<file path="src/core/pmsc_defs.svh">
// Constants for the transceiver MII, strap and management block
`ifndef PMSC_DEFS_SVH
`define PMSC_DEFS_SVH

// ----------------------------------------------------------------
// Clock rates in kHz and derived half periods in system cycles
// ----------------------------------------------------------------
`define PMSC_CLK_KHZ       50000
`define PMSC_MII_FAST_KHZ  25000
`define PMSC_MII_SLOW_KHZ  2500
`define PMSC_HALF_FAST     (`PMSC_CLK_KHZ / (2 * `PMSC_MII_FAST_KHZ))
`define PMSC_HALF_SLOW     (`PMSC_CLK_KHZ / (2 * `PMSC_MII_SLOW_KHZ))

// ----------------------------------------------------------------
// Strap timing and management map
// ----------------------------------------------------------------
`define PMSC_STRAP_WAIT    3'h4
`define PMSC_REG_ID2       5'h03
`define PMSC_REG_ADVERT    5'h04
`define PMSC_MODEL_LSB     4
`define PMSC_MODEL_MSB     9
`define PMSC_ADV_SEL_W     5
`define PMSC_ADV_SEL       5'h01
`define PMSC_ADV_10H       5
`define PMSC_ADV_10F       6
`define PMSC_ADV_100H      7
`define PMSC_ADV_100F      8
`define PMSC_ADV_PAUSE     10

`endif

</file>
<file path="src/core/pmsc_pkg.sv">
// Types shared by the transceiver MII, strap and management block
package pmsc_pkg;
  typedef logic [4:0]  pmsc_addr_t;
  typedef logic [15:0] pmsc_word_t;
  typedef logic [3:0]  pmsc_nib_t;
  typedef enum logic [1:0] {
    PMSC_WAIT,
    PMSC_SAMPLE,
    PMSC_RUN
  } pmsc_phase_t;
endpackage

</file>
<file path="src/core/pmsc_clk_div.sv">
// Enable-based divider that makes the MII transmit and receive clock
`include "pmsc_defs.svh"
module pmsc_clk_div #(
  parameter int HALF_FAST = `PMSC_HALF_FAST,
  parameter int HALF_SLOW = `PMSC_HALF_SLOW
) (
  input  wire logic clk,
  input  wire logic rstn,
  input  wire logic run,
  input  wire logic fast,
  output logic      mii_clk,
  output logic      rise,
  output logic      fall
);
  logic [7:0] cnt_reg;
  logic       fast_reg;
  logic       tick;

  function automatic logic [7:0] reload(input logic f);
    reload = f ? 8'(HALF_FAST - 1) : 8'(HALF_SLOW - 1);
  endfunction

  assign tick = run && (cnt_reg == 8'h00);
  assign rise = tick && !mii_clk;
  assign fall = tick && mii_clk;

  // Speed change restarts the count so no stretched half period
  always_ff @(posedge clk or negedge rstn) begin
    if (!rstn) begin
      cnt_reg  <= 8'h00;
      fast_reg <= 1'h0;
    end else if (fast != fast_reg) begin
      fast_reg <= fast;
      cnt_reg  <= 8'h00;
    end else if (run) begin
      cnt_reg <= tick ? reload(fast_reg) : cnt_reg - 8'h01;
    end
  end

  always_ff @(posedge clk or negedge rstn) begin
    if (!rstn) begin
      mii_clk <= 1'h0;
    end else if (tick) begin
      mii_clk <= !mii_clk;
    end
  end
endmodule

</file>
<file path="src/core/pmsc_top.sv">
// MAC-facing MII, strap capture, LED pins and management registers
`include "pmsc_defs.svh"
module pmsc_top #(
  parameter logic [5:0] ID_OUI_BITS = 6'h2D,  // Arbitrary value
  parameter logic [5:0] ID_MODEL    = 6'h1A,  // Arbitrary value
  parameter logic [3:0] ID_REV      = 4'h1    // Arbitrary value
) (
  input  wire logic                 clk,
  input  wire logic                 rstn,
  output logic                      tx_clk,
  input  wire logic                 tx_en,
  input  wire pmsc_pkg::pmsc_nib_t  txd,
  output logic                      rx_clk,
  input  wire pmsc_pkg::pmsc_nib_t  rxd_pad,
  output pmsc_pkg::pmsc_nib_t       rxd_drive,
  output logic                      rxd_oe,
  output logic                      rx_er,
  output logic                      rx_dv,
  input  wire logic                 col_pad,
  output logic                      col_drive,
  output logic                      col_oe,
  input  wire logic                 led_act_pad,
  output logic                      led_act_drive,
  output logic                      led_act_oe,
  input  wire logic                 led_link_pad,
  output logic                      led_link_drive,
  output logic                      led_link_oe,
  input  wire logic                 led_speed_pad,
  output logic                      led_speed_drive,
  output logic                      led_speed_oe,
  output logic                      strap_pull_en,
  input  wire pmsc_pkg::pmsc_nib_t  line_rxd,
  input  wire logic                 line_rx_dv,
  input  wire logic                 line_rx_err,
  input  wire logic                 line_collision,
  input  wire logic                 line_activity,
  input  wire logic                 line_link_up,
  input  wire logic                 line_partner_100,
  output pmsc_pkg::pmsc_nib_t       line_txd,
  output logic                      line_tx_en,
  output logic                      line_tx_stb,
  input  wire logic                 mgmt_req,
  input  wire logic                 mgmt_wr,
  input  wire pmsc_pkg::pmsc_addr_t mgmt_phy_addr,
  input  wire pmsc_pkg::pmsc_addr_t mgmt_reg_addr,
  input  wire pmsc_pkg::pmsc_word_t mgmt_wdata,
  output pmsc_pkg::pmsc_word_t      mgmt_rdata,
  output logic                      mgmt_ack,
  output pmsc_pkg::pmsc_addr_t      station_address,
  output logic                      autoneg_on,
  output logic                      speed_100,
  output logic                      full_duplex
);
  import pmsc_pkg::*;

  // ----------------------------------------------------------------
  // Strap synchroniser and capture sequence
  // ----------------------------------------------------------------
  logic [7:0]  strap_meta_reg;
  logic [7:0]  strap_sync_reg;
  pmsc_phase_t phase_reg;
  logic [2:0]  wait_reg;
  logic        s_speed;
  logic        s_link;
  logic        s_act;
  pmsc_addr_t  s_addr;
  logic        autoneg_select_low;
  logic        autoneg_select_high;
  pmsc_word_t  autoneg_advert_register;
  logic        mii_clk;
  logic        mii_rise;
  logic        mii_fall;
  logic        running;

  assign {s_speed, s_link, s_act, s_addr} = strap_sync_reg;
  assign running = (phase_reg == PMSC_RUN);

  always_ff @(posedge clk or negedge rstn) begin
    if (!rstn) begin
      strap_meta_reg <= 8'h00;
      strap_sync_reg <= 8'h00;
    end else begin
      strap_meta_reg <= {led_speed_pad, led_link_pad, led_act_pad,
                         rxd_pad, col_pad};
      strap_sync_reg <= strap_meta_reg;
    end
  end

  // Wait covers the synchroniser depth so straps seen are settled pads
  always_ff @(posedge clk or negedge rstn) begin
    if (!rstn) begin
      phase_reg <= PMSC_WAIT;
      wait_reg  <= 3'h0;
    end else begin
      case (phase_reg)
        PMSC_WAIT: begin
          wait_reg <= wait_reg + 3'h1;
          if (wait_reg == `PMSC_STRAP_WAIT) begin
            phase_reg <= PMSC_SAMPLE;
          end
        end
        PMSC_SAMPLE: phase_reg <= PMSC_RUN;
        PMSC_RUN:    phase_reg <= PMSC_RUN;
        default:     phase_reg <= PMSC_WAIT;
      endcase
    end
  end

  always_ff @(posedge clk or negedge rstn) begin
    if (!rstn) begin
      station_address     <= 5'h00;
      autoneg_on          <= 1'h0;
      autoneg_select_low  <= 1'h0;
      autoneg_select_high <= 1'h0;
    end else if (phase_reg == PMSC_SAMPLE) begin
      station_address     <= s_addr;
      autoneg_on          <= s_act;
      autoneg_select_low  <= s_link;
      autoneg_select_high <= s_speed;
    end
  end

  // Weak pulls only while the pins are still inputs
  always_ff @(posedge clk or negedge rstn) begin
    if (!rstn) begin
      strap_pull_en <= 1'h1;
    end else begin
      strap_pull_en <= !running && (phase_reg != PMSC_SAMPLE);
    end
  end

  // ----------------------------------------------------------------
  // Mode decode and advertisement register
  // ----------------------------------------------------------------
  function automatic pmsc_word_t adv_from_strap(input logic lo,
                                                input logic hi);
    pmsc_word_t w;
    w = {11'h000, `PMSC_ADV_SEL};
    if (!lo) begin
      w[`PMSC_ADV_10H] = 1'h1;
      w[`PMSC_ADV_10F] = 1'h1;
    end
    if (lo || hi) begin
      w[`PMSC_ADV_100H] = 1'h1;
      w[`PMSC_ADV_100F] = 1'h1;
    end
    if (lo) begin
      w[`PMSC_ADV_10H] = 1'h1;
      w[`PMSC_ADV_10F] = 1'h1;
    end
    if (!lo && hi) begin
      w[`PMSC_ADV_10H] = 1'h0;
      w[`PMSC_ADV_10F] = 1'h0;
    end
    adv_from_strap = w;
  endfunction

  function automatic logic reg_hit(input pmsc_addr_t phy,
                                   input pmsc_addr_t own,
                                   input logic       live);
    reg_hit = live && (phy == own);
  endfunction

  logic req_hit;
  assign req_hit = mgmt_req && reg_hit(mgmt_phy_addr, station_address,
                                       running);

  always_ff @(posedge clk or negedge rstn) begin
    if (!rstn) begin
      autoneg_advert_register <= 16'h0000;
    end else if (phase_reg == PMSC_SAMPLE) begin
      autoneg_advert_register <= adv_from_strap(s_link, s_speed);
    end else if (req_hit && mgmt_wr &&
                 mgmt_reg_addr == `PMSC_REG_ADVERT) begin
      // Pause bit only comes from here, never from a strap
      autoneg_advert_register <= {mgmt_wdata[15:`PMSC_ADV_SEL_W],
                                  `PMSC_ADV_SEL};
    end
  end

  // Forced: low select picks speed, high picks duplex
  always_ff @(posedge clk or negedge rstn) begin
    if (!rstn) begin
      speed_100   <= 1'h0;
      full_duplex <= 1'h0;
    end else if (running) begin
      if (!autoneg_on) begin
        speed_100   <= autoneg_select_low;
        full_duplex <= autoneg_select_high;
      end else begin
        speed_100   <= line_partner_100 &&
                       (autoneg_advert_register[`PMSC_ADV_100H] ||
                        autoneg_advert_register[`PMSC_ADV_100F]);
        full_duplex <= speed_100 ?
                       autoneg_advert_register[`PMSC_ADV_100F] :
                       autoneg_advert_register[`PMSC_ADV_10F];
      end
    end
  end

  // ----------------------------------------------------------------
  // Management answer
  // ----------------------------------------------------------------
  always_ff @(posedge clk or negedge rstn) begin
    if (!rstn) begin
      mgmt_ack   <= 1'h0;
      mgmt_rdata <= 16'h0000;
    end else begin
      mgmt_ack <= req_hit;
      if (req_hit && !mgmt_wr) begin
        case (mgmt_reg_addr)
          `PMSC_REG_ID2:    mgmt_rdata <= {ID_OUI_BITS, ID_MODEL,
                                           ID_REV};
          `PMSC_REG_ADVERT: mgmt_rdata <= autoneg_advert_register;
          default:          mgmt_rdata <= 16'h0000;
        endcase
      end
    end
  end

  // ----------------------------------------------------------------
  // MII clocks, receive and transmit paths
  // ----------------------------------------------------------------
  pmsc_clk_div u_div (
    .clk     (clk),
    .rstn    (rstn),
    .run     (running),
    .fast    (speed_100),
    .mii_clk (mii_clk),
    .rise    (mii_rise),
    .fall    (mii_fall)
  );

  // One divider feeds both clocks so they stay in phase
  assign tx_clk = mii_clk;
  assign rx_clk = mii_clk;

  // Data changes on the falling edge, MAC samples on the rising one
  always_ff @(posedge clk or negedge rstn) begin
    if (!rstn) begin
      rxd_drive <= 4'h0;
      rx_dv     <= 1'h0;
      rx_er     <= 1'h0;
    end else if (mii_fall) begin
      rxd_drive <= line_rxd;
      rx_dv     <= line_rx_dv;
      rx_er     <= line_rx_err;
    end
  end

  logic [4:0] tx_meta_reg;
  logic [4:0] tx_sync_reg;

  always_ff @(posedge clk or negedge rstn) begin
    if (!rstn) begin
      tx_meta_reg <= 5'h00;
      tx_sync_reg <= 5'h00;
    end else begin
      tx_meta_reg <= {tx_en, txd};
      tx_sync_reg <= tx_meta_reg;
    end
  end

  // Sampled at mid period; at 25 MHz this lags the MAC by one nibble
  always_ff @(posedge clk or negedge rstn) begin
    if (!rstn) begin
      line_txd    <= 4'h0;
      line_tx_en  <= 1'h0;
      line_tx_stb <= 1'h0;
    end else begin
      line_tx_stb <= mii_fall && tx_sync_reg[4];
      if (mii_fall) begin
        line_tx_en <= tx_sync_reg[4];
        line_txd   <= tx_sync_reg[3:0];
      end
    end
  end

  // ----------------------------------------------------------------
  // Shared pins: status outputs after strap capture
  // ----------------------------------------------------------------
  always_ff @(posedge clk or negedge rstn) begin
    if (!rstn) begin
      rxd_oe          <= 1'h0;
      col_oe          <= 1'h0;
      led_act_oe      <= 1'h0;
      led_link_oe     <= 1'h0;
      led_speed_oe    <= 1'h0;
      col_drive       <= 1'h0;
      led_act_drive   <= 1'h0;
      led_link_drive  <= 1'h0;
      led_speed_drive <= 1'h0;
    end else begin
      rxd_oe          <= running;
      col_oe          <= running;
      led_act_oe      <= running;
      led_link_oe     <= running;
      led_speed_oe    <= running;
      col_drive       <= running && line_collision;
      led_act_drive   <= running && (line_activity ||
                                     line_collision);
      led_link_drive  <= running && line_link_up;
      led_speed_drive <= running && speed_100;
    end
  end

  // ----------------------------------------------------------------
  // Checks
  // ----------------------------------------------------------------
  a_own_addr: assert property (@(posedge clk) disable iff (!rstn)
    mgmt_ack |-> $past(mgmt_req) && $past(mgmt_phy_addr) ==
                 station_address)
    else $error("answer to a foreign address");
  a_no_foreign: assert property (@(posedge clk) disable iff (!rstn)
    mgmt_req && mgmt_phy_addr != station_address |=> !mgmt_ack)
    else $error("foreign access acknowledged");
  a_model_field: assert property (@(posedge clk) disable iff (!rstn)
    req_hit && !mgmt_wr && mgmt_reg_addr == `PMSC_REG_ID2 |=>
    mgmt_ack && mgmt_rdata[`PMSC_MODEL_MSB:`PMSC_MODEL_LSB] == ID_MODEL)
    else $error("model field wrong");
  a_pins_held: assert property (@(posedge clk) disable iff (!rstn)
    !running |=> !rxd_oe && !col_oe && !led_act_oe && !led_link_oe &&
                 !led_speed_oe)
    else $error("pin driven before strap capture");
  a_strap_addr: assert property (@(posedge clk) disable iff (!rstn)
    phase_reg == PMSC_SAMPLE |=> station_address == $past(s_addr) ##1
    station_address == $past(station_address))
    else $error("station address not captured");
  a_pull_off: assert property (@(posedge clk) disable iff (!rstn)
    phase_reg == PMSC_SAMPLE ##1 running |=> !strap_pull_en)
    else $error("pulls left on while driving");
  a_rx_on_fall: assert property (@(posedge clk) disable iff (!rstn)
    $changed(rxd_drive) || $changed(rx_dv) |-> $past(mii_fall))
    else $error("receive data moved off the falling edge");
  a_fast_clk: assert property (@(posedge clk) disable iff (!rstn)
    $rose(tx_clk) && speed_100 && $past(speed_100) ##1 speed_100 |->
    !tx_clk ##1 tx_clk)
    else $error("fast clock period wrong");
  a_slow_clk: assert property (@(posedge clk) disable iff (!rstn)
    $rose(rx_clk) && !speed_100 && $past(!speed_100) ##1
    (!speed_100)[*8] |=> rx_clk ##1 !rx_clk)
    else $error("slow clock half period wrong");
  a_tx_capture: assert property (@(posedge clk) disable iff (!rstn)
    line_tx_stb |-> $past(mii_fall) && line_tx_en &&
                    line_txd == $past(tx_sync_reg[3:0]))
    else $error("transmit nibble taken off the sample point");
endmodule

</file>
<file path="config.mk">
export PLATFORM = sky130hd
export DESIGN_NAME = pmsc_top
export DESIGN_NICKNAME = d
export VERILOG_FILES = /design/src/core/pmsc_pkg.sv /design/src/core/pmsc_clk_div.sv /design/src/core/pmsc_top.sv
export VERILOG_INCLUDE_DIRS = /design/src /design/src/core
export SDC_FILE = /design/constraint.sdc
export NUM_CORES = 1
export LEC_CHECK = 0
export BUFFER_PORTS_ARGS = -buffer_cell sky130_fd_sc_hd__buf_2
export CAP_MARGIN = 20
export CELL_PAD_IN_SITES_DETAIL_PLACEMENT = 0
export CELL_PAD_IN_SITES_GLOBAL_PLACEMENT = 1
export CORE_MARGIN = 2
export CORE_UTILIZATION = 37
export CTS_CLUSTER_SIZE = 30
export DETAILED_ROUTE_END_ITERATION = 10
export GPL_ROUTABILITY_DRIVEN = 0
export PLACE_DENSITY = 0.71
export SYNTH_ARGS = -nofsm -noshare
export SYNTH_HDL_FRONTEND = slang
export SYNTH_SLANG_ARGS = --single-unit
</file>
<file path="constraint.sdc">
create_clock -name clk -period 1.7 [get_ports clk]
set_clock_uncertainty 0.1 [all_clocks]
set_input_delay 0.085 -clock clk [delete_from_list [all_inputs] [get_ports clk]]
set_output_delay 0.085 -clock clk [all_outputs]
set_load 0.05 [all_outputs]
</file>
==> summary by stage, run 1 <==
Clock network
The number of buffers created by CTS is 9. The CTS H-tree depth is 3. The clock net in this run drives a total of 94 sinks.

The CTS root buffer is clkbuf_8. The clock network latency to the later pin of the worst-skew pair is approximately 0.35 ns. TritonCTS built the clock tree. After clock tree synthesis, the clock-pin slew on the worst setup and hold paths is about 0.090 ns. The maximum buffer depth of the clock tree is 2.

GRT
The overall global routing resource usage is between 10% and 20%. The initial antenna violation count is 0. The largest net degree at the start of global routing is 44. Global routing consumed, on the met3 layer, under 10% of the routing resources. The global routing stage identified its most utilized layer as met2. The first global-routing pass estimated ~13,000 µm of wire. The via count of the first global-routing pass is 2,700. The met1 layer usage reported by global route is 19.5%.

Global routing consumed, on the met2 layer, roughly a quarter of the routing resources. The global route total overflow is 0.

Synth
After synthesis the netlist holds a flip-flop and latch count of 94. For this run, the number of Yosys warnings is 0. Synthesis instantiated 49 different standard cells from the library. The main flop type after synthesis is dfrtp_1. The average instance area after synthesis is roughly 13 µm². After synthesis the cells add up to 3790 µm². In the synthesized netlist, the number of instances is about 280. The number of synthesized flops with an enable pin is 0.

Counting flops with an async set or reset pin after synthesis yields a share of between 90% and 100%. Sequential cells were found to cover between 60% and 70% of the synthesized design area.

Floorplanning
Once the floorplan was initialized, standard cells occupied approximately two fifths of the core. Pin placement for this block handled between 100 and 150 I/O pins. The overall die width is around 110 µm. The y dimension of the die is 105 µm. The die covers approximately 11,000 µm². In this run the core area contains 36 standard-cell rows. In this run the standard cell core region covers between 9000 and 10,000 µm².

Min path
The type of the worst min-delay path is in -> reg.

Cells and area
The final antenna diode count is 0. Leaving out fill and tap cells, the most frequent cell in the layout is buf_2. The library cells used most frequently in the layout, excluding fill and tap cells, are 91 x buf_2, 85 x dfrtp_1, 36 x dlygate4sd3_1. In the final layout, the registers with the most flip-flops are autoneg_advert_register x12, mgmt_rdata x12.

In the final design database the tool counted approximately 500 nets. Of the cells placed in the final design, the portion with a size suffix greater than 1 is between 40% and 50%. The layout has 827 filler cells. Summing all flip-flop and latch instances after layout gives around 2400 µm².

Cells fill 54.1% of the core in the end. The multi-input combinational cells in the finished layout cover a total of 1420 µm². The finished cells cover between 5000 and 6000 µm².

The area growth from synthesis to layout is 40.5%.

Worst setup path
Data on the critical path is required at its endpoint by around 1.8 ns. The critical-path maximum fanout is 6. For the worst setup path, the data arrival time is 1.84 ns. The worst setup path is launched from a register. The kind of end point of the critical path is a register.

The classification of the worst setup path is reg -> reg.

Route
The remaining number of nets flagged by the antenna check after routing is 0. Summed over all layers, the routed wires come to a little under 8000 µm. The total iterations of the first detailed-routing run is 5. The routed via count divided by cell count is 4.56. After detailed routing, the average wire length per cell comes to ~13 µm. The violation count after the first detailed-route iteration is 100. The routed layout has around 2,600 vias. After detailed routing, the number of remaining DRC violations is 0.

STA
The maximum frequency from static timing analysis is between 0.5 and 0.6 GHz. Subtracting the final worst setup slack from the clock period gives approximately 1.7 ns. Setup repair after global routing could not meet its margin everywhere. The total of endpoints with negative setup slack in the final report is 0. The max-slew violation count is 0. The count of final hold-check violations is 0. The setup TNS is 0 ns. The worst path uses about 100% of the clock period.

The tightest hold path in the finished design has a slack of 0.0166 ns.

Pwr
Total power for the finished layout comes to about 7.1 mW. The areal power density over the cells is around 1300 nW/µm². In this run the static leakage power is between 2 and 2.5 nW. The peak supply drop is 0.000915 V.

Place
The count of buffers added on input and output ports is 92. In this run the cell area measured after placement is 4630 µm². The estimated wirelength of the detail-placed design is about 5400 µm.

Run status
The run finished with clean final reports.

Run
The number of violations of the max-capacitance limit is 0.
where the power goes:
part	internal, mW	switching (mW)	total, mW	leakage, nW
registers	2.61	0.275	2.88	1.09
clock network	0.692	0.789	1.48	0.0973
logic	1.02	1.67	2.70	1.31
total	4.32	2.74	7.06	2.49
through the flow:
| stage | worst slack (ns) | instances |
|---|---|---|
| after floorplan | -0.0551 | 286 |
| after global placement | 0.00621 | 523 |
| after detailed placement | -0.0231 | 523 |
| after CTS | -0.00885 | 579 |
| after global routing | -0.0414 | 579 |
| final | 0.00106 | 579 |
metal layers:
metal | up-vias | share of wire, % | routed length, µm
li1 | 1265 | - | -
met1 | 1283 | 45 | 3490
met2 | 81 | 48 | 3740
met3 | 9 | 5.9 | 461
met4 | 0 | 1.1 | 86
met5 | - | 0 | 0
cells by family after synthesis:
kind of cell	share of synthesized area (%)
compound gates	6.86
mux	11.4
fa+ha+maj	2.31
simple gates	8.84
other cells	0.0988
xor+xnor	3.20
buf+inv	5.31
flops	62.0
worst max-delay path, stage by stage (launching register included):
cell,delay [ns]
dfrtp_1,0.42
nor4_4,0.29
and4_4,0.36
nand2_8,0.10
mux2_4,0.32
final timing paths:
| path | startpoint | endpoint | slack (ns) | depth (start not counted) |
|---|---|---|---|---|
| min in group asynchronous | rstn | wait_reg[2]$_DFFE_PN0N_ | 0.12 | 2 |
| hold / removal | mgmt_phy_addr[0] | mgmt_ack$_DFF_PN0_ | 0.02 | 4 |
| setup / recovery | u_div.cnt_reg[4]$_DFFE_PN0P_ | rx_dv$_DFFE_PN0P_ | 0.001 | 4 |
| hold reg to reg | strap_meta_reg[7]$_DFF_PN0_ | strap_sync_reg[7]$_DFF_PN0_ | 0.25 | 0 |
| max in group asynchronous | rstn | speed_100$_DFFE_PN0N_ | 0.72 | 3 |
| setup reg to reg | u_div.cnt_reg[4]$_DFFE_PN0P_ | rx_dv$_DFFE_PN0P_ | 0.001 | 4 |
cells in the mapped netlist (2+ instances only):
master,n,area (µm²)
buf_2,2,10.0
and3_1,3,18.8
ha_1,7,87.6
nor4_2,2,25.0
nor2_1,14,52.6
a22o_1,7,61.3
mux2_2,11,124
buf_4,9,67.6
dfrtp_1,93,2330
o21ai_0,6,30.0
nor4_4,2,42.5
inv_1,22,82.6
xor2_1,5,43.8
o211ai_1,4,30.0
mux2i_1,15,150
buf_6,2,22.5
and2_1,4,25.0
xnor2_1,7,61.3
nand2b_1,4,25.0
nor3_1,4,20.0
mux2_4,9,135
clkbuf_1,3,11.3
a31oi_1,2,12.5
a21oi_1,12,60.1
nand3b_1,2,15.0
nand2_1,8,30.0
mux2_1,2,22.5
area by class of cell:
cell class / count / area share (%)
clock buffer: 10 / 2.39
clock inverter: 6 / 1.29
inverter: 23 / 1.62
multi-input combinational: 153 / 26.6
sequential: 94 / 44.3
tap: 133 / 3.12
timing repair buffer: 160 / 20.7
what timing repair did:
action / 4_1_cts / 5_1_grt
hold buffers: 36 / 0
cloned: 1 / 0
pin swaps: 5 / 9
setup buffers: 3 / 0
setup endpoints to repair: 30 / 26
endpoints found under the hold margin: 121 / 0
gates resized for setup: 10 / 13
(Power assumes the default switching activity.)
==> inputs of run 2 (changes only) <==
CORE_UTILIZATION = 41   (was 37)
PLACE_DENSITY = 0.74   (was 0.71)
clock period = 1.6 ns   (was 1.7 ns; I/O delays follow)
==> run 2 against run 1 <==
The run now ends with setup timing left. Total power grew 7.8%. Hold slack better by 0.029 ns. Routed wire length is 1.5% higher. Non-clock buffer count grew 3. Clock-buffer cell count is 1 lower.
==> summary by stage, run 2 (same netlist as run 1, synthesis figures left out) <==
Run status
Status: finished, violations left (was completed). The final reports fail on setup timing.

Route
The average detailed-routed wire length per instance is 14.1 µm (was 13.4 µm). The post-route DRC violation count is 0 (unchanged). The final wirelength was 7890 µm (was 7780 µm). The total iterations of the first detailed-routing run is 4 (was 5).

The number of vias after detailed routing is 2,625 (was 2,638). The routed via count divided by cell count is 4.70 (was 4.56). The violation count after the first detailed-route iteration is 71 (was 100).

The remaining number of nets flagged by the antenna check after routing is 0 (unchanged).

Cells and area
The number of nets in the layout came to 503 (was 501). Most frequent cells in the layout: 91 x buf_2, 84 x dfrtp_1, 36 x dlygate4sd3_1 (was 91 x buf_2, 85 x dfrtp_1, 36 x dlygate4sd3_1). The number of fillers in the final layout came to 751 (was 827). The fraction of layout instances using a drive strength above 1 is 47.1% (was 43.9%). The area growth from synthesis to layout is 41.3% (was 40.5%). The non-filler instance count after layout came to 559 (was 579). Biggest regs: autoneg_advert_register x12, mgmt_rdata x12 (unchanged). The final core utilization is 58.9% (was 54.1%). The commonest non-fill, non-tap cell in the layout is buf_2 (unchanged). The final antenna diode count came to 0 (unchanged).

Clock network
The clock network latency to the later pin of the worst-skew pair was 0.36 ns (was 0.35 ns). The maximum buffer depth of the clock tree is 2 (unchanged). The clock net sink count is 94 (unchanged). The number of buffers created by CTS is 9 (unchanged). The clock-pin slew reported for the worst setup and hold paths after clock tree synthesis is 0.10 ns (was 0.09 ns).

The TritonCTS clock tree is done (unchanged). The CTS H-tree depth came to 3 (unchanged). The CTS root buffer is clkbuf_8 (unchanged).

STA
The max-slew violation count is 0 (unchanged). The maximum frequency from static timing analysis was 0.593 GHz (was 0.589 GHz). The count of final hold-check violations is 0 (unchanged). The portion of the clock cycle consumed by the worst path in the final layout is 105% (was 99.9%). The final worst setup slack is -0.0872 ns (was 0.00106 ns). RSZ-0062 raised after global routing: yes (unchanged). The total of endpoints with negative setup slack in the final report is 35 (was 0).

The final period demand of the worst path is 1.69 ns (was 1.70 ns). The setup TNS came to -1.85 ns (was 0 ns).

GRT
The met3 capacity usage during global routing was 4.32% (was 4.33%). The global routing usage on met2 is 27.7% (was 24.6%). The initial antenna violation count is 0 (unchanged). The most congested layer reported by global routing is met2 (unchanged). The global route total overflow is 0 (unchanged).

The met1 layer usage reported by global route came to 20.3% (was 19.5%). The first-pass GRT wire length was 12,800 µm (was 13,000 µm). The via count of the first global-routing pass is 2,727 (was 2,700). The overall global routing resource usage was 16.5% (was 15.0%).

The largest net degree at the start of global routing came to 33 (was 44).

Pwr
The peak supply drop is 0.000592 V (was 0.000915 V). The power spent charging and discharging nets came to 3.04 mW (was 2.74 mW). The static power due to leakage is 2.51 nW (was 2.49 nW). The total power of the final layout came to 7.61 mW (was 7.06 mW).

The cell-internal power is 4.57 mW (was 4.32 mW). The share of total power in sequential cells was 40.2% (was 40.8%). The switching power as a share of total power is 39.9% (was 38.8%).

The part of the total power dissipated in combinational logic is 39.8% (was 38.2%). The areal power density over the cells is 1420 nW/µm² (was 1320 nW/µm²). The clock power share is 20.0% (was 21.0%).

Worst setup path
The data required time of the critical path came to 1.78 ns (was 1.84 ns). The delay of the slowest cell on the worst path was 0.44 ns (was 0.42 ns). The cell at the slowest stage of the critical path is dfrtp_2 (was dfrtp_1). The classification of the worst setup path is reg -> reg (unchanged).

Cell-by-cell trace of the critical path: xnor2_2 > nand4_4 > o31ai_4 > buf_4 > mux2i_1 (was nor4_4 > and4_4 > nand2_8 > mux2_4). The arrival time at the worst endpoint came to 1.86 ns (was 1.84 ns). The critical-path maximum fanout is 5 (was 6). The kind of start point of the critical path is a register (unchanged). The kind of end point of the critical path is a register (unchanged).

Place
The pre-CTS setup slack was -0.169 ns (was -0.0231 ns). The number of cells in the design after placement came to 503 (was 523). The estimated wirelength of the detail-placed design is 5370 µm (was 5360 µm). The port buffer count was 92 (unchanged).

Floorplanning
The initial cell density of the core came to 41.7% (was 38.5%). The number of top-level pins is 102 (unchanged). The floorplan die area is 10,000 µm² (was 11,100 µm²). The placeable core region is 9110 µm² (was 9860 µm²). The number of rows in the core area is 35 (was 36). The overall die width is 100 µm (was 105 µm). The y dimension of the die is 100 µm (was 105 µm).

Run
The number of violations of the max-capacitance limit came to 0 (unchanged).

Min path
The type of the worst min-delay path is in -> reg (unchanged).
## run 2: cell types whose count changed in the layout (fill, tap and decap cells not counted), moves of 2 or more
cell / change
buf_12: +2
buf_4: +3
a21oi_2: +2
a21oi_1: -2
buf_6: -2
inv_8: +3
## run 2: final timing paths
path                                           startpoint                                     end  slack, ns  depth (start not counted)
max in group asynchronous                            rstn            u_div.cnt_reg[3]$_DFFE_PN0P_       0.67                          3
hold reg to reg               strap_meta_reg[1]$_DFF_PN0_             strap_sync_reg[1]$_DFF_PN0_       0.26                          0
setup / recovery           station_address[3]$_DFFE_PN0P_  autoneg_advert_register[6]$_DFFE_PN0P_      -0.09                          5
setup reg to reg           station_address[3]$_DFFE_PN0P_  autoneg_advert_register[6]$_DFFE_PN0P_      -0.09                          5
hold / removal                           mgmt_phy_addr[1]                      mgmt_ack$_DFF_PN0_       0.05                          4
min in group asynchronous                            rstn                  led_speed_oe$_DFF_PN0_       0.12                          2
## run 2: metrics by stage
stage          cell area, µm²  hold slack (ns)
2_1_floorplan            3910           -0.316
3_3_place_gp             4650          -0.0443
3_5_place_dp             4650          -0.0413
4_1_cts                  5250           0.0395
5_1_grt                  5360           0.0390
6_report                 5360           0.0455
## run 2: timing repair
action | CTS | global route
gates resized for setup | 5 | 27
setup endpoints to repair | 41 | 43
hold endpoints to repair | 129 | 0
hold buffers | 36 | 0
pin swaps | 9 | 10
buffers inserted | 3 | 2
cloned | 0 | 0
## run 2: cell type report
| type | instances | area (µm²) | share of cell area [%] |
|---|---|---|---|
| Sequential cell | 94 | 2360 | 44.1 |
| Multi-Input combinational cell | 152 | 1440 | 26.9 |
| Timing Repair Buffer | 163 | 1140 | 21.3 |
| Tap cell | 111 | 139 | 2.59 |
| Clock buffer | 9 | 124 | 2.31 |
| Inverter | 23 | 86.3 | 1.61 |
| Clock inverter | 7 | 65.1 | 1.21 |
## run 2: worst max-delay path: cells and delay by family, from the launching register on
family / cells / cell delay (ns)
flip-flops: 1 / 0.44
XOR/XNOR: 1 / 0.17
AND/OR/NAND/NOR: 1 / 0.19
buffers and inverters: 1 / 0.18
multiplexers: 1 / 0.19
AO/OA/AOI/OAI: 1 / 0.33
## run 2: power groups by stage
stage	Sequential (mW)	Clock, mW	Combinational (mW)
after detailed placement	3.08	0	2.66
after CTS	3.04	1.58	2.85
final	3.06	1.52	3.03
after global routing	3.11	1.70	3.23
after floorplan	4.01	0	1.03
after global placement	3.07	0	2.63
## run 2: metal layers
layer  vias to the layer above  routed length, µm
met5                         -                  0
met4                         0                 71
met3                         6                391
met2                        73               3930
met1                      1279               3500
li1                       1267                  -
==> inputs of run 3 (changes only) <==
PLACE_DENSITY = 0.85   (was 0.74)
SLEW_MARGIN = 20   (was unset)
==> run 3 against run 2 <==
The run still ends with setup timing left. Routed wire length increased by 0.85%. Worst setup slack got worse by 0.047 ns. Critical path depth increased by 1. Hold slack got worse by 0.013 ns. Combinational power about the same. Clock-buffer cell count increased by 1. Total power increased by 1.2%. Design area increased by 1.7%. Register-to-register slack got worse by 0.05 ns. Fmax decreased by 2.7%. Clock power increased by 3%. Core utilization increased by 1.0 points.
==> summary by stage, run 3 (same netlist as run 1, synthesis figures left out) <==
Worst setup path
The kind of cell with the highest combined delay on the critical path is simple AND/OR/NAND/NOR gates (was flip-flops). The combined buffer and inverter count along the critical path is 2 (was 1). The arrival time at the worst endpoint is 1.88 ns (was 1.86 ns). The critical-path maximum fanout is 6 (was 5). Cell-by-cell trace of the critical path: inv_2 > ha_4 > buf_6 > and4_4 > nand2_8 > mux2_4 (was xnor2_2 > nand4_4 > o31ai_4 > buf_4 > mux2i_1). The kind of end point of the critical path is a register (unchanged). The kind of start point of the critical path is a register (unchanged). The cell at the slowest stage of the critical path was dfrtp_1 (was dfrtp_2).

The data required time of the critical path is 1.74 ns (was 1.78 ns). The delay of the slowest cell on the worst path came to 0.41 ns (was 0.44 ns). The classification of the worst setup path was reg -> reg (unchanged).

Pwr
The peak supply drop is 0.000673 V (was 0.000592 V). The static power due to leakage was 2.58 nW (was 2.51 nW). The areal power density over the cells is 1410 nW/µm² (was 1420 nW/µm²).

Floorplanning
The number of top-level pins was 102 (unchanged). The y dimension of the die is 100 µm (unchanged). The initial cell density of the core is 41.7% (unchanged). The placeable core region came to 9110 µm² (unchanged).

The number of rows in the core area is 35 (unchanged). The overall die width is 100 µm (unchanged). The floorplan die area is 10,000 µm² (unchanged).

Cells and area
The commonest non-fill, non-tap cell in the layout is buf_2 (unchanged). The post-route cell area is 5460 µm² (was 5360 µm²). The final core utilization was 59.9% (was 58.9%). The fraction of layout instances using a drive strength above 1 came to 48.5% (was 47.1%).

The area growth from synthesis to layout is 43.8% (was 41.3%). Most frequent cells in the layout: 91 x buf_2, 85 x dfrtp_1, 37 x buf_4 (was 91 x buf_2, 84 x dfrtp_1, 36 x dlygate4sd3_1). Biggest regs: autoneg_advert_register x12, mgmt_rdata x12 (unchanged).

The number of nets in the layout came to 513 (was 503). The final antenna diode count is 0 (unchanged).

Route
The number of vias after detailed routing is 2,691 (was 2,625). The post-route DRC violation count came to 0 (unchanged). The average detailed-routed wire length per instance is 14.0 µm (was 14.1 µm). The routed via count divided by cell count was 4.73 (was 4.70). The total iterations of the first detailed-routing run is 4 (unchanged). The violation count after the first detailed-route iteration is 58 (was 71). The final wirelength is 7960 µm (was 7890 µm).

The remaining number of nets flagged by the antenna check after routing is 0 (unchanged).

Clock network
The CTS root buffer is clkbuf_8 (unchanged). The clock net sink count was 94 (unchanged). The maximum buffer depth of the clock tree is 2 (unchanged). The number of buffers created by CTS is 9 (unchanged). The clock network latency to the later pin of the worst-skew pair is 0.36 ns (about the same). The TritonCTS clock tree is done (unchanged). The clock-pin slew reported for the worst setup and hold paths after clock tree synthesis is 0.11 ns (was 0.10 ns).

The CTS H-tree depth is 3 (unchanged).

STA
The total of endpoints with negative setup slack in the final report was 38 (was 35). The final worst setup slack is -0.134 ns (was -0.0872 ns). The maximum frequency from static timing analysis is 0.577 GHz (was 0.593 GHz). The max-slew violation count is 0 (unchanged). The portion of the clock cycle consumed by the worst path in the final layout was 108% (was 105%). The setup TNS is -2.75 ns (was -1.85 ns). The count of final hold-check violations was 0 (unchanged). The final period demand of the worst path is 1.73 ns (was 1.69 ns).

RSZ-0062 raised after global routing: yes (unchanged). The worst slack on hold paths is 0.0324 ns (was 0.0455 ns).

GRT
The first-pass GRT wire length is 13,000 µm (was 12,800 µm). The largest net degree at the start of global routing is 33 (unchanged). The global route total overflow is 0 (unchanged).

The via count of the first global-routing pass was 2,827 (was 2,727). The overall global routing resource usage is 16.4% (was 16.5%). The initial antenna violation count is 0 (unchanged).

Run status
Status: finished, violations left (unchanged). Violated checks: setup timing (unchanged).

Run
The number of violations of the max-capacitance limit is 0 (unchanged).

Place
The port buffer count is 92 (unchanged). The estimated wirelength of the detail-placed design is 5580 µm (was 5370 µm). The placed instance area is 4680 µm² (was 4650 µm²).

Min path
The type of the worst min-delay path is in -> reg (unchanged).
==> run 3: through the flow <==
stage | worst slack (ns) | power [mW] | instances
2_1_floorplan | -0.155 | 5.03 | 286
3_3_place_gp | -0.0843 | 5.72 | 511
3_5_place_dp | -0.132 | 5.82 | 511
4_1_cts | -0.117 | 7.65 | 568
5_1_grt | -0.196 | 8.06 | 569
6_report | -0.134 | 7.70 | 569
==> run 3: layer usage <==
metal | up-vias | wire [µm] | global-route usage, %
met5 | - | 0 | 0
met2 | 80 | 4320 | 30.0
li1 | 1282 | - | -
met3 | 8 | 319 | 3.97
met1 | 1321 | 3260 | 19.3
met4 | 0 | 61 | 4.32
==> run 3: worst paths after layout <==
check	cells past startpoint	end	from	slack (ns)
min reg2reg	0	strap_sync_reg[2]$_DFF_PN0_	strap_meta_reg[2]$_DFF_PN0_	0.26
max reg2reg	6	rxd_drive[3]$_DFFE_PN0P_	phase_reg[0]$_DFFE_PN0P_	-0.13
min	4	mgmt_ack$_DFF_PN0_	mgmt_req	0.03
max in group asynchronous	3	mgmt_rdata[10]$_DFFE_PN0P_	rstn	0.72
max	6	rxd_drive[3]$_DFFE_PN0P_	phase_reg[0]$_DFFE_PN0P_	-0.13
min in group asynchronous	2	autoneg_advert_register[9]$_DFFE_PN0P_	rstn	0.08
==> run 3: layout make-up <==
type                    instances  area, µm²
well taps                     111        139
clock buffers                  10        138
inverters                      23       86.3
flip-flops and latches         94       2360
fillers                       741       3650
clock inverters                 6       65.1
repair buffers                172       1190
multi-input cells             153       1470
==> run 3: repair_timing <==
action                     in CTS  in global routing
buffers inserted                5                  1
pin swaps                       8                  8
gates cloned                    1                  0
hold buffers                   35                  0
resized for setup              24                 12
setup endpoints to repair      45                 46
hold endpoints to repair      127                  0
==> run 3: report_power, final <==
part           switching (mW)  internal [mW]  total [mW]
sequential              0.309           2.77        3.08
clock                   0.911          0.654        1.57
combinational            1.87           1.19        3.06
==> run 3: worst register-to-register path, cell delays in order, from the launching register on <==
cell	delay, ns
dfrtp_1	0.41
inv_2	0.09
ha_4	0.16
buf_6	0.12
and4_4	0.31
nand2_8	0.10
mux2_4	0.33
